File: src/pkg/addr_unit_pkg.sv
package addr_unit_pkg;

  // storage address width, covers every storage location
  localparam int ADDR_W = 15;
  // width of one incrementer slice
  localparam int SLICE_W = 3;
  // number of incrementer slices
  localparam int SLICES = 5;
  // reset value of every address holding register
  localparam logic [14:0] ADDR_RST = 15'h0000;
  // current-address function code on the host command path
  localparam logic [4:0] FN_CUR_ADDR = 5'h03;
  // longest answer time for a status request, in ns
  localparam int ANSWER_MAX_NS = 4000;
  // clock period in ns
  localparam int CLK_PERIOD_NS = 10;
  // longest answer time in cycles, rounded down
  localparam int ANSWER_MAX_CYC = ANSWER_MAX_NS / CLK_PERIOD_NS;

  // transfer sequencing states
  typedef enum logic [1:0] {
    ST_IDLE,
    ST_FIRST,
    ST_RUN
  } xfer_e;

  // host current-address request and its answer
  typedef struct packed {
    logic req;
    logic [4:0] code;
  } host_req_s;

  typedef struct packed {
    logic reply;
    logic reject;
    logic [14:0] data;
  } host_ans_s;

endpackage

File: src/logic/inc_slice.sv
`timescale 1ns/1ns
module inc_slice
  import addr_unit_pkg::*;
#(
  parameter int W = SLICE_W
) (
  input wire logic [W-1:0] d_i, // slice of the address
  input wire logic cin_i, // carry from the lower slice
  input wire logic en_i, // slice enable
  output logic [W-1:0] q_o, // incremented slice
  output logic cout_o // carry to the upper slice
);

  logic [W:0] sum;

  // add the incoming carry; a disabled slice passes its bits and no carry
  always_comb begin
    sum = {1'b0, d_i} + {{W{1'b0}}, cin_i};
    if (!en_i) begin
      sum = {1'b0, d_i};
    end
    q_o = sum[W-1:0];
    cout_o = sum[W];
  end

endmodule

File: src/logic/addr_unit.sv
`timescale 1ns/1ns
module addr_unit
  import addr_unit_pkg::*;
(
  input wire logic CORE_CLK_I, // core clock, 100 MHz
  input wire logic RESET_I, // async reset, active high
  input wire logic START_I, // begin a buffered transfer
  input wire logic CYCLE_I, // one-cycle strobe per transfer cycle
  input wire logic [14:0] ACC_I, // first_word_pointer minus one from host
  input wire logic [14:0] STORE_DATA_N_I, // complemented word from memory
  input wire host_req_s HOST_REQ_I, // host function request
  output logic [14:0] STORE_ADDR_O, // address on direct_storage_bus
  output logic CTRL_FETCH_O, // limit word is being fetched
  output logic END_O, // address reached the limit
  output logic BUSY_O, // transfer in progress
  output host_ans_s HOST_ANS_O // answer to the host
);

  ////////////////////////////////////////////////////////////////////////
  // state

  xfer_e state_r, state_nxt; // transfer sequencer
  logic [14:0] addr_r, addr_nxt; // storage address register
  logic [14:0] limit_n_r, limit_n_nxt; // complemented limit word
  logic limit_ok_r, limit_ok_nxt; // limit word captured
  logic [14:0] aux_r, aux_nxt; // auxiliary address register
  logic read_r, read_nxt; // current-address read in progress
  host_ans_s ans_r, ans_nxt; // registered host answer
  logic [14:0] inc_addr; // incrementer output
  logic [SLICES:0] carry; // carries between slices
  logic equal; // comparator result

  ////////////////////////////////////////////////////////////////////////
  // incrementer

  assign carry[0] = 1'b1;
  // five slices chained by carry, every slice enable tied high
  for (genvar g = 0; g < SLICES; g++) begin : g_inc
    inc_slice #(
      .W(SLICE_W)
    ) u_slice (
      .d_i(addr_r[g*SLICE_W +: SLICE_W]),
      .cin_i(carry[g]),
      .en_i(1'b1),
      .q_o(inc_addr[g*SLICE_W +: SLICE_W]),
      .cout_o(carry[g+1])
    );
  end

  ////////////////////////////////////////////////////////////////////////
  // comparator on complemented values; only valid once limit is held

  assign equal = limit_ok_r && ((~addr_r) == limit_n_r);

  ////////////////////////////////////////////////////////////////////////
  // outputs

  assign STORE_ADDR_O = addr_r;
  assign CTRL_FETCH_O = (state_r == ST_FIRST);
  assign END_O = (state_r == ST_RUN) && equal;
  assign BUSY_O = (state_r != ST_IDLE);
  assign HOST_ANS_O = ans_r;

  ////////////////////////////////////////////////////////////////////////
  // transfer sequencer and address registers

  // next values of the address path; START_I loads the address in ST_IDLE only, equality ends the run, all else moves on the cycle strobe
  always_comb begin
    state_nxt = state_r;
    addr_nxt = addr_r;
    limit_n_nxt = limit_n_r;
    limit_ok_nxt = limit_ok_r;
    unique case (state_r)
      ST_IDLE: begin
        // host path feeds the address only at the start
        if (START_I) begin
          addr_nxt = ACC_I;
          limit_ok_nxt = 1'b0;
          state_nxt = ST_FIRST;
        end
      end
      ST_FIRST: begin
        // memory returns the limit word at the first address
        if (CYCLE_I) begin
          limit_n_nxt = STORE_DATA_N_I;
          limit_ok_nxt = 1'b1;
          addr_nxt = inc_addr;
          state_nxt = ST_RUN;
        end
      end
      ST_RUN: begin
        // stop on equality; the limit address itself is not transferred
        if (equal) begin
          state_nxt = ST_IDLE;
        end else if (CYCLE_I) begin
          addr_nxt = inc_addr;
        end
      end
    endcase
  end

  // registers of the address path
  always_ff @(posedge CORE_CLK_I or posedge RESET_I) begin
    if (RESET_I) begin
      state_r <= ST_IDLE;
      addr_r <= ADDR_RST;
      limit_n_r <= ADDR_RST;
      limit_ok_r <= 1'b0;
    end else begin
      state_r <= state_nxt;
      addr_r <= addr_nxt;
      limit_n_r <= limit_n_nxt;
      limit_ok_r <= limit_ok_nxt;
    end
  end

  ////////////////////////////////////////////////////////////////////////
  // auxiliary register and host current-address read

  // the read freezes the shadow so the host sees a stable value; updates
  // that arrive meanwhile are lost, the next strobe catches up; a lost last step of the run is never caught up
  always_comb begin
    aux_nxt = aux_r;
    read_nxt = read_r;
    ans_nxt = '0;
    if (read_r) begin
      // answer two cycles after the request, well inside the limit
      ans_nxt.reply = 1'b1;
      ans_nxt.data = aux_r;
      read_nxt = 1'b0;
    end else if (HOST_REQ_I.req) begin
      if (HOST_REQ_I.code == FN_CUR_ADDR) begin
        read_nxt = 1'b1;
      end else begin
        ans_nxt.reject = 1'b1;
      end
    end else if (state_nxt != ST_IDLE && (CYCLE_I || START_I)) begin
      // looking at the next state lets the start itself load the shadow
      aux_nxt = addr_nxt;
    end
  end

  // registers of the host read path
  always_ff @(posedge CORE_CLK_I or posedge RESET_I) begin
    if (RESET_I) begin
      aux_r <= ADDR_RST;
      read_r <= 1'b0;
      ans_r <= '0;
    end else begin
      aux_r <= aux_nxt;
      read_r <= read_nxt;
      ans_r <= ans_nxt;
    end
  end

endmodule

File: config.mk
export PLATFORM = sky130hd
export DESIGN_NAME = addr_unit
export DESIGN_NICKNAME = d
export VERILOG_FILES = /design/src/pkg/addr_unit_pkg.sv /design/src/logic/inc_slice.sv /design/src/logic/addr_unit.sv
export SDC_FILE = /design/constraint.sdc
export NUM_CORES = 1
export LEC_CHECK = 0
export CAP_MARGIN = 40
export CORE_MARGIN = 8
export CORE_UTILIZATION = 66
export CTS_BUF_LIST = sky130_fd_sc_hd__clkbuf_2
export DETAILED_ROUTE_END_ITERATION = 8
export DONT_BUFFER_PORTS = 1
export GPL_ROUTABILITY_DRIVEN = 0
export PLACE_DENSITY = 0.79
export SLEW_MARGIN = 20
export SYNTH_ARGS = -nofsm -noshare
export SYNTH_HDL_FRONTEND = slang
export SYNTH_HIERARCHICAL = 1
export SYNTH_SLANG_ARGS = --single-unit
File: constraint.sdc
create_clock -name CORE_CLK_I -period 4.4 [get_ports CORE_CLK_I]
set_clock_uncertainty 0.15 [all_clocks]
set_input_delay 0.66 -clock CORE_CLK_I [delete_from_list [all_inputs] [get_ports CORE_CLK_I]]
set_output_delay 0.66 -clock CORE_CLK_I [all_outputs]
set_load 0.01 [all_outputs]
-- Word level (Yosys, flattened, before mapping)
Index checks and enable logic that the tools add are counted.
W data, S select, Z words.
- register bits after elaboration: 66
- output and inout port bits: 35
- logic and storage cells: 53
- input port bits: 40
- add/subtract/negate cells: 5
- bitwise logic cells: 3
- multiplexer cells: 19
- reduce and logical (&&, ||, !) cells: 11
- eq/ne operators: 6
- operators by type and width (kind ; count):
    $mux W15 ; 4
    $pmux W15 S3 ; 1
    $eq A15 B15 Y1 ; 1
    $not A15 Y15 ; 1
    $add A3 B1 Y4 ; 3
    $mux W1 ; 9
    $mux W2 ; 3
    $pmux W2 S3 ; 1
    $reduce_and A3 Y1 ; 2
    $reduce_bool A2 Y1 ; 3
    $eq A5 B2 Y1 const B ; 1
    $add A3 B1 Y4 const B ; 1
    $ne A2 B2 Y1 const B ; 2
    $add A3 B1 Y3 ; 1
    $logic_and A1 B1 Y1 ; 3
    $eq A2 B1 Y1 const B ; 1
    $eq A2 B2 Y1 const B ; 1
    $logic_not A2 Y1 ; 1
    $not A1 Y1 ; 2
    $pmux W1 S2 ; 1
    $reduce_and A2 Y1 ; 1
    $logic_or A1 B1 Y1 ; 1

-- Logic depth before layout (Yosys ltp)
Gate-level depths: netlist of run 1.
- depth after elaboration: 8
- gate-level depth with buffers: 16
- depth with buffers taken out: 16

-- Hierarchy
Netlist of run 1, hierarchy kept.
- by module, submodules not included (module ; sequential area each (um^2) ; area an instance (um^2) ; instances ; cells an instance):
    addr_unit ; 1651.6 ; 3280.6 ; 1 ; 267
    inc_slice ; 0.0 ; 70.1 ; 5 ; 7

-- Least setup slack after synthesis of run 1
No wires, ideal clock.
- path type: register to register
- start point: register addr_r[0] (netlist: STORE_ADDR_O[0])
- end point: register aux_r[13]
- data arrival time: 3634 ps
- cell stages (with the launch flop): 16
- period minus slack after synthesis: 3908 ps
- required time: 4125 ps
- library setup time: 125 ps
- slack: 492 ps
- cell sequence: dfrtp_1 > ha_1 > and4_2 > ha_1 > and4_2 > ha_1 > and4_2 > ha_1 > and4_2 > ha_1 > ha_1 > mux2_2 > mux2i_1 > o22ai_1 > a311o_1 > mux2_2
- cells in the longest elaborated chain, start to end: 8
- elaborated cells between the ends (all ways): 16
- those cells by class: add/sub: 5; eq/ne: 1; mux: 5; bitwise: 1; reduce/logical: 4
- ends and longest elaborated chain (item ; line ; text):
    start: declaration ; addr_unit.sv:23 ; logic [14:0] addr_r, addr_nxt;
    start signal: assignment ; addr_unit.sv:111 ; addr_r <= addr_nxt;
    $add A3 B1 Y4 (*) ; inc_slice.sv:18 ; sum = {1'b0, d_i} + {{W{1'b0}}, cin_i};
    named net carry[1] ; addr_unit.sv:30 ; logic [SLICES:0] carry;
    $add A3 B1 Y4 (*) ; inc_slice.sv:18 ;
    named net carry[2] ; addr_unit.sv:30 ;
    $add A3 B1 Y4 (*) ; inc_slice.sv:18 ;
    named net carry[3] ; addr_unit.sv:30 ;
    $add A3 B1 Y4 (*) ; inc_slice.sv:18 ;
    named net carry[4] ; addr_unit.sv:30 ;
    $add A3 B1 Y3 (*) ; inc_slice.sv:18 ;
    named net inc_addr[13] ; addr_unit.sv:29 ; logic [14:0] inc_addr;
    $mux W15 (*) ; addr_unit.sv:84, addr_unit.sv:95 ;
    $mux W15 ; addr_unit.sv:93 ; if (equal) begin
    $pmux W15 S3 (*) ; addr_unit.sv:73 ; unique case (state_r)
    named net addr_nxt[13] ; addr_unit.sv:23 ;
    end signal: assignment ; addr_unit.sv:150 ; aux_r <= aux_nxt;
    end: declaration ; addr_unit.sv:26 ; logic [14:0] aux_r, aux_nxt;
The timed path passes the listed nets; every way through them passes the cells marked *.
A chain may end at the register's enable or synchronous reset.

-- Worst setup path in the final report of run 1
Ends and elaborated chain as after synthesis.

==> results of run 1 <==
worst paths after layout:
check	from	to	slack [ns]	depth (start not counted)
hold / removal	RESET_I	read_r	0.02	1
min in group CORE_CLK_I	START_I	state_r[1]	0.13	1
setup / recovery	STORE_ADDR_O[0]	aux_r[13]	0.33	15
setup reg to reg	STORE_ADDR_O[0]	aux_r[13]	0.33	15
hold reg to reg	aux_r[5]	HOST_ANS_O[5]	0.35	1
max in group asynchronous	RESET_I	STORE_ADDR_O[1]	3.18	2
cell type report:
| class | count | area share (%) |
|---|---|---|
| repair buffers | 5 | 0.988 |
| clock buffers | 11 | 1.45 |
| flip-flops and latches | 66 | 43.5 |
| well taps | 72 | 2.37 |
| clock inverters | 4 | 0.527 |
| inverters | 5 | 0.494 |
| multi-input cells | 232 | 50.7 |
layout by cell type, fill, tap and decap left out, types with 11 or more instances in the layout:
cell / count
a311o_1: 14
and2_1: 17
clkbuf_2: 11
conb_1: 20
dfrtp_1: 66
ha_1: 13
mux2_2: 30
mux2i_1: 30
nand2_1: 12
nor3_1: 16
o22ai_1: 14
xnor2_1: 20
sequential cells by signal, summed over array words and instances (netlist names):
register      cells
HOST_ANS_O       17
STORE_ADDR_O     15
limit_n_r        15
limit_ok_r        1
state_r           2
read_r            1
aux_r            15
through the flow:
| stage | setup slack, ns | hold slack [ns] |
|---|---|---|
| floorplan | 0.503 | 0.296 |
| global placement | 0.518 | 0.311 |
| detailed placement | 0.375 | 0.316 |
| CTS | 0.363 | 0.00690 |
| global route | 0.185 | 0.0457 |
| finish | 0.332 | 0.0245 |
layer usage:
metal	GRT usage, %	vias to the layer above	share of wire, %
met5	0	-	0
met4	8.88	0	2.1
met3	5.74	16	6.0
met2	33.1	67	48
met1	25.9	1215	44
li1	-	1132	-
power by group:
part	switching (mW)	total (mW)	internal, mW
Clock	0.205	0.277	0.0717
Combinational	0.507	1.03	0.523
Sequential	0.234	1.03	0.799
Total	0.947	2.34	1.39
worst max-delay path: cells and delay by family, from the launching register on:
kind,cells,cell delay [ns]
multiplexers,3,0.72
flip-flops,1,0.42
AO/OA/AOI/OAI,2,0.48
AND/OR/NAND/NOR,4,0.97
adder cells (fa/ha/maj),6,1.26
==> impl_metrics.tcl, run 1 <==
set metrics [dict create \
    status "completed" \
    grt_pass1_vias 2502 \
    power_mw 2.34 \
    numPortBuffers 0 \
    grt_max_degree 35 \
    cts_hold_buf 0 \
    path_max_fanout 2 \
    clk_pin_slew_ns 0.17 \
    vias_per_cell 6.15 \
    netlist_instances 301 \
    crit_chain "ha_1 -> and4_2 -> ha_1 -> and4_2 -> ha_1 -> and4_2 -> ha_1 -> and4_2 -> ha_1 -> ha_1 -> mux2_2 -> mux2i_1 -> o22ai_1 -> a311o_1 -> mux2_2" \
    final-setup-viol-count 0 \
    finalHoldViolCount 0 \
    wl_per_cell_um 20.9 \
    clk_latency_ns 0.47 \
    critPathCaptureType "register" \
    dpl_cell_area_um2 3720 \
    fin_crit_ns 4.07 \
    grt_remaining_overflow 0 \
    area_growth_pct 4.94 \
    cp.required_ns 4.63 \
    num_vias 2430 \
    utilization_pct 70.3 \
    drt-total-wl_mm 8.25 \
    final_area_um2 3800 \
    syn_avg_cell_area_um2 12.0 \
    cts_num_sinks 66 \
    ctsResizeCount 0 \
    final_nets 372 \
    yosysWarnings 6 \
    dp.cells 380 \
    grt_first_pass_wirelength_mm 13.5 \
    die_w_um 90.1 \
    leakage_nw 1.74 \
    diodes 0 \
    route.detailed.drc 0 \
    critical_path_arrival_ns 4.30 \
    regArea_um2 1650 \
    post-cts-setup-buffer-count 0 \
    die_y_um 90.1 \
    grt_setup_unrepaired "no" \
    ioPinCount 75 \
    crit_type "reg -> reg" \
    cts_buffer_depth 2 \
    power_density_nw_per_um2 616 \
    cts_made_buffers 9 \
    syn_area_um2 3620 \
    die_area_um2 8110 \
    coreArea_um2 5410 \
    relSlewSlack_pct 43.7 \
    antenna_found_initial 0 \
    multi_input_area_um2 1930 \
    hp-class "in -> async" \
    ant_nets 0 \
    cts_root_buf "clkbuf_2" \
    worstMarginPinSlew_ns 0.844 \
    critPathLaunchType "register" \
    cts_tree "done" \
    ir_worst_vdd_v 0.000373 \
    drt_iter0_markers 108 \
    rows 27 \
    fin_setup_tns_ns 0 \
    track_usage_pct 20.8 \
    max_stage_delay_ns 0.42 \
    crit_path_top_delay_cell "dfrtp_1" \
    slew_violations 0 \
    htreeDepth 3 \
    cp_common_cell "ha_1" \
    dpl.hpwl_mm 5.85 \
    stdcell_count 395 \
    fmax_ghz 0.246 \
    start_util_pct 67.0 \
    dr.pass1.iters 5 \
    final_layout_size_suffix_gt1_share_pct 20.7 \
    cap_violations 0 \
    fill_cells 405 \
    post-route-period-util_pct 92.4 \
]
No activity file was read; power rests on OpenSTA's default activity.
==> inputs of run 2 (changes only) <==
--- a/config.mk
+++ b/config.mk
@@ -5,6 +5,7 @@
 export SDC_FILE = /design/constraint.sdc
 export NUM_CORES = 1
 export LEC_CHECK = 0
+export ABC_AREA = 1
 export CAP_MARGIN = 40
 export CORE_MARGIN = 8
 export CORE_UTILIZATION = 66
==> impl_metrics.tcl, run 2 <==
set metrics [dict create \
    grt_max_degree 34 \
    grt_first_pass_wirelength_mm 17.0 \
    leakage_nw 2.48 \
    ioPinCount 75 \
    stdcell_count 683 \
    grt_setup_unrepaired "no" \
    crit_type "reg -> reg" \
    cp.required_ns 4.74 \
    die_y_um 93.2 \
    start_util_pct 67.3 \
    die_area_um2 8690 \
    area_growth_pct 9.31 \
    num_vias 3625 \
    diodes 0 \
    status "completed" \
    die_w_um 93.2 \
    track_usage_pct 25.0 \
    cap_violations 0 \
    cts_tree "done" \
    place_ws_ns 1.18 \
    route.detailed.drc 0 \
    fin_setup_tns_ns 0 \
    final_cell_mix "189 x nand2_1, 81 x inv_1, 76 x nor2_1, 66 x dfrtp_1, 35 x conb_1" \
    path_max_fanout 7 \
    drt-total-wl_mm 10.4 \
    ir_worst_vdd_v 0.000435 \
    slew_violations 0 \
    syn_avg_cell_area_um2 6.95 \
    vias_per_cell 5.31 \
    hp-class "in -> reg" \
    final_layout_size_suffix_gt1_share_pct 7.57 \
    worstMarginPinSlew_ns 0.673 \
    critical_path_arrival_ns 3.61 \
    power_density_nw_per_um2 717 \
    mostFrequentLayoutCell "nand2_1" \
    largest_reg_flops 17 \
    critPathCaptureType "register" \
    wl_per_cell_um 15.2 \
    syn_area_um2 3940 \
    critPathLaunchType "register" \
    coreArea_um2 5850 \
    relSlewSlack_pct 55.0 \
    dpl.hpwl_mm 7.65 \
    dr.pass1.iters 5 \
    finalHoldViolCount 0 \
    cts_root_buf "clkbuf_2" \
    final_area_um2 4300 \
    final-setup-viol-count 0 \
    post-route-period-util_pct 74.4 \
    dpl_cell_area_um2 4140 \
    antenna_found_initial 0 \
    netlist_instances 566 \
    utilization_pct 73.5 \
    grt_remaining_overflow 0 \
    grt_pass1_vias 3566 \
    fmax_ghz 0.305 \
    drt_iter0_markers 224 \
    cts_buffer_depth 2 \
    rows 28 \
    clk_pin_slew_ns 0.20 \
    cts_num_sinks 66 \
    yosysWarnings 6 \
    ant_nets 0 \
    fin_ws_ns 1.12 \
    cts_made_buffers 9 \
    dp.cells 665 \
    final_nets 656 \
    htreeDepth 3 \
    numPortBuffers 0 \
    clk_latency_ns 0.53 \
    fin_crit_ns 3.28 \
]
run 2: report_power, final:
group / total, mW / switching (mW) / internal, mW
Combinational: 1.50 / 0.976 / 0.526
Sequential: 1.15 / 0.328 / 0.826
Clock: 0.428 / 0.236 / 0.192
run 2: per-stage QoR:
| stage | hold WS, ns | power, mW |
|---|---|---|
| floorplan | 0.202 | 2.24 |
| global placement | 0.299 | 2.56 |
| detailed placement | 0.303 | 2.64 |
| CTS | 0.0515 | 3.06 |
| global route | 0.0542 | 3.35 |
| finish | 0.0695 | 3.08 |
run 2: final cells by class:
class | instances | area [µm²]
inverters | 90 | 338
multi-input cells | 429 | 2010
fillers | 488 | 1550
clock inverters | 6 | 88.8
clock buffers | 10 | 50.0
flip-flops and latches | 66 | 1650
repair buffers | 7 | 75.1
well taps | 75 | 93.8
run 2: layer usage:
layer / track usage [%] / vias to the layer above / wire length, µm
li1: - / 1809 / -
met5: 0 / - / 0
met1: 29.3 / 1681 / 4270
met2: 41.8 / 118 / 5140
met3: 6.81 / 17 / 769
met4: 11.3 / 0 / 214
run 2: worst paths after layout:
path | from | endpoint | slack [ns] | cells past startpoint
max | STORE_ADDR_O[0] | aux_r[14] | 1.12 | 24
min in group asynchronous | RESET_I | HOST_ANS_O[0] | 0.39 | 2
min reg2reg | aux_r[10] | HOST_ANS_O[10] | 0.33 | 2
max reg2reg | STORE_ADDR_O[0] | aux_r[14] | 1.12 | 24
min | HOST_REQ_I[5] | read_r | 0.07 | 2
max in group asynchronous | RESET_I | STORE_ADDR_O[9] | 3.04 | 3
run 2: critical path, stage by stage (launching register included):
cell and delay (ns):
dfrtp_1 0.54, ha_1 0.22, nand2_1 0.06, nor2_1 0.16, ha_1 0.20, nand2_1 0.06
nor2_1 0.10, ha_1 0.17, nand2_1 0.06, nor2_1 0.11, ha_1 0.18, nand3_1 0.08
nor2_1 0.13, ha_1 0.19, ha_1 0.18, nand2_1 0.05, nand2_1 0.05, nand2_1 0.05
inv_1 0.05, nand2_1 0.04, o21ai_0 0.07, nand2_1 0.09, nand2_1 0.09, nand4_1 0.09
nand2_1 0.09
run 2: timing repair:
item	4_1_cts	5_1_grt
resized for setup	0	0
endpoints found under the hold margin	15	0
setup buffers	0	0
hold buffers	1	0
==> inputs of run 3 (changes only) <==
==> constraint.sdc (replaced) <==
create_clock -name CORE_CLK_I -period 3.4 [get_ports CORE_CLK_I]
set_clock_uncertainty 0.15 [all_clocks]
set_input_delay 0.51 -clock CORE_CLK_I [delete_from_list [all_inputs] [get_ports CORE_CLK_I]]
set_output_delay 0.51 -clock CORE_CLK_I [all_outputs]
set_load 0.01 [all_outputs]
==> impl_metrics.tcl, run 3 (synthesized netlist as in run 2, its figures left out) <==
set metrics [dict create \
    hp-class "in -> reg" \
    wl_per_cell_um 15.5 \
    numPortBuffers 0 \
    clk_pin_slew_ns 0.19 \
    die_y_um 93.2 \
    final-setup-viol-count 0 \
    dpl_cell_area_um2 4150 \
    reg2reg_from "STORE_ADDR_O[0]" \
    start_util_pct 67.3 \
    post-route-period-util_pct 96.3 \
    fin_crit_ns 3.27 \
    cp_common_cell "nand2_1" \
    cts_buffer_depth 2 \
    antenna_found_initial 0 \
    grt_setup_unrepaired "yes" \
    min_from "ACC_I[2]" \
    leakage_nw 2.55 \
    grt_remaining_overflow 0 \
    place_ws_ns 0.146 \
    ir_worst_vdd_v 0.000663 \
    route.detailed.drc 0 \
    status "completed" \
    crit_type "reg -> reg" \
    grt_max_degree 55 \
    dr.pass1.iters 4 \
    ant_nets 0 \
    grt_first_pass_wirelength_mm 17.0 \
    cts_made_buffers 9 \
    min_path_cells 2 \
    max_stage_delay_ns 0.51 \
    cp.required_ns 3.69 \
    crit_path_top_delay_cell "dfrtp_2" \
    power_density_nw_per_um2 900 \
    rows 28 \
    fin_ws_ns 0.126 \
    coreArea_um2 5850 \
    mostFrequentLayoutCell "nand2_1" \
    grt_pass1_vias 3623 \
    area_growth_pct 15.2 \
    clk_latency_ns 0.53 \
    relSlewSlack_pct 50.4 \
    crit_chain "ha_4 -> nand2_2 -> nor2_2 -> ha_2 -> nand2_1 -> nor2_1 -> ha_2 -> nand2_1 -> nor2_1 -> ha_2 -> nand3_2 -> nor2_2 -> ha_2 -> ha_4 -> nand2_1 -> o21ai_1 -> nand2_1 -> o21ai_0 -> nand2_1 -> nand2_1 -> nand4_1 -> nand2_1" \
    diodes 0 \
    cts_num_sinks 66 \
    critPathCaptureType "register" \
    path_max_fanout 7 \
    largest_reg_flops 17 \
    final_nets 677 \
    htreeDepth 3 \
    slew_violations 0 \
    ioPinCount 75 \
    fmax_ghz 0.305 \
    critPathLaunchType "register" \
    utilization_pct 77.5 \
    cts_root_buf "clkbuf_2" \
    r2r-end "aux_r[13]" \
    final_layout_size_suffix_gt1_share_pct 9.86 \
    fill_cells 456 \
    drt_iter0_markers 206 \
    hold_end "STORE_ADDR_O[2]" \
    critical_path_arrival_ns 3.57 \
    dpl.hpwl_mm 7.61 \
    drt-total-wl_mm 10.9 \
    num_vias 3766 \
    final_cell_mix "187 x nand2_1, 81 x inv_1, 74 x nor2_1, 65 x dfrtp_1, 35 x conb_1" \
    die_w_um 93.2 \
    r2r_cells 22 \
    finalHoldViolCount 0 \
    die_area_um2 8690 \
    vias_per_cell 5.35 \
    cap_violations 0 \
    cts_tree "done" \
    final_area_um2 4540 \
    power_mw 4.08 \
    worstMarginPinSlew_ns 0.743 \
    r2r_slack_ns 0.13 \
    track_usage_pct 25.2 \
]
-- run 3: cell count changes in the layout (fill, tap and decap cells not counted), sizes merged --
cell | before | now
clkbuf | 10 | 9
clkinvlp | 1 | 2
inv | 91 | 90
dlygate4sd3 | 1 | 18
clkinv | 2 | 3
buf | 6 | 10
-- run 3: worst max-delay path: cells and delay by family, from the launching register on --
family,cells,cell delay [ns]
adders and majority gates,6,1.15
AOI/OAI and AO/OA,2,0.16
DFF,1,0.51
and+or+nand+nor,14,1.22
-- run 3: cell type report --
cell class,instances,area [µm²],area share [%]
multi-input cells,429,2060,45.3
clock buffers,9,45.0,0.993
flip-flops and latches,66,1650,36.4
inverters,90,340,7.50
repair buffers,28,255,5.63
clock inverters,7,92.6,2.04
well taps,75,93.8,2.07
-- run 3: worst max-delay path by stage --
stage                                from         to  slack [ns]  cells after the start
after floorplan           STORE_ADDR_O[0]  aux_r[13]        0.57                     22
after global placement    STORE_ADDR_O[0]  aux_r[13]        0.31                     22
after detailed placement  STORE_ADDR_O[0]  aux_r[13]        0.15                     22
after CTS                 STORE_ADDR_O[0]  aux_r[13]        0.11                     22
after global routing      STORE_ADDR_O[0]  aux_r[14]       -0.13                     24
final                     STORE_ADDR_O[0]  aux_r[13]        0.13                     22
-- run 3: metal layers --
| layer | vias up | routed length, µm | global-route usage (%) |
|---|---|---|---|
| met5 | - | 0 | 0 |
| met4 | 0 | 286 | 12.8 |
| met3 | 29 | 826 | 5.45 |
| met2 | 159 | 5390 | 42.2 |
| met1 | 1736 | 4390 | 29.8 |
| li1 | 1842 | - | - |
-- run 3: repair_timing --
item	CTS	global route
setup endpoints to repair	0	4
hold endpoints to repair	69	0
gates resized for setup	0	16
hold buffers	18	0
setup buffers	0	2
-- run 3: stage by stage --
step	instances	setup TNS, ns	hold WS (ns)
4_1_cts	702	0	0.0428
5_1_grt	704	-0.235	0.0276
3_5_place_dp	668	0	0.306
2_1_floorplan	600	0	0.202
6_report	704	0	0.0536
3_3_place_gp	668	0	0.299
-- run 3: report_power, final --
part / internal [mW] / switching [mW] / total, mW
Clock: 0.241 / 0.307 / 0.549
Sequential: 1.07 / 0.411 / 1.48
Combinational: 0.726 / 1.33 / 2.05
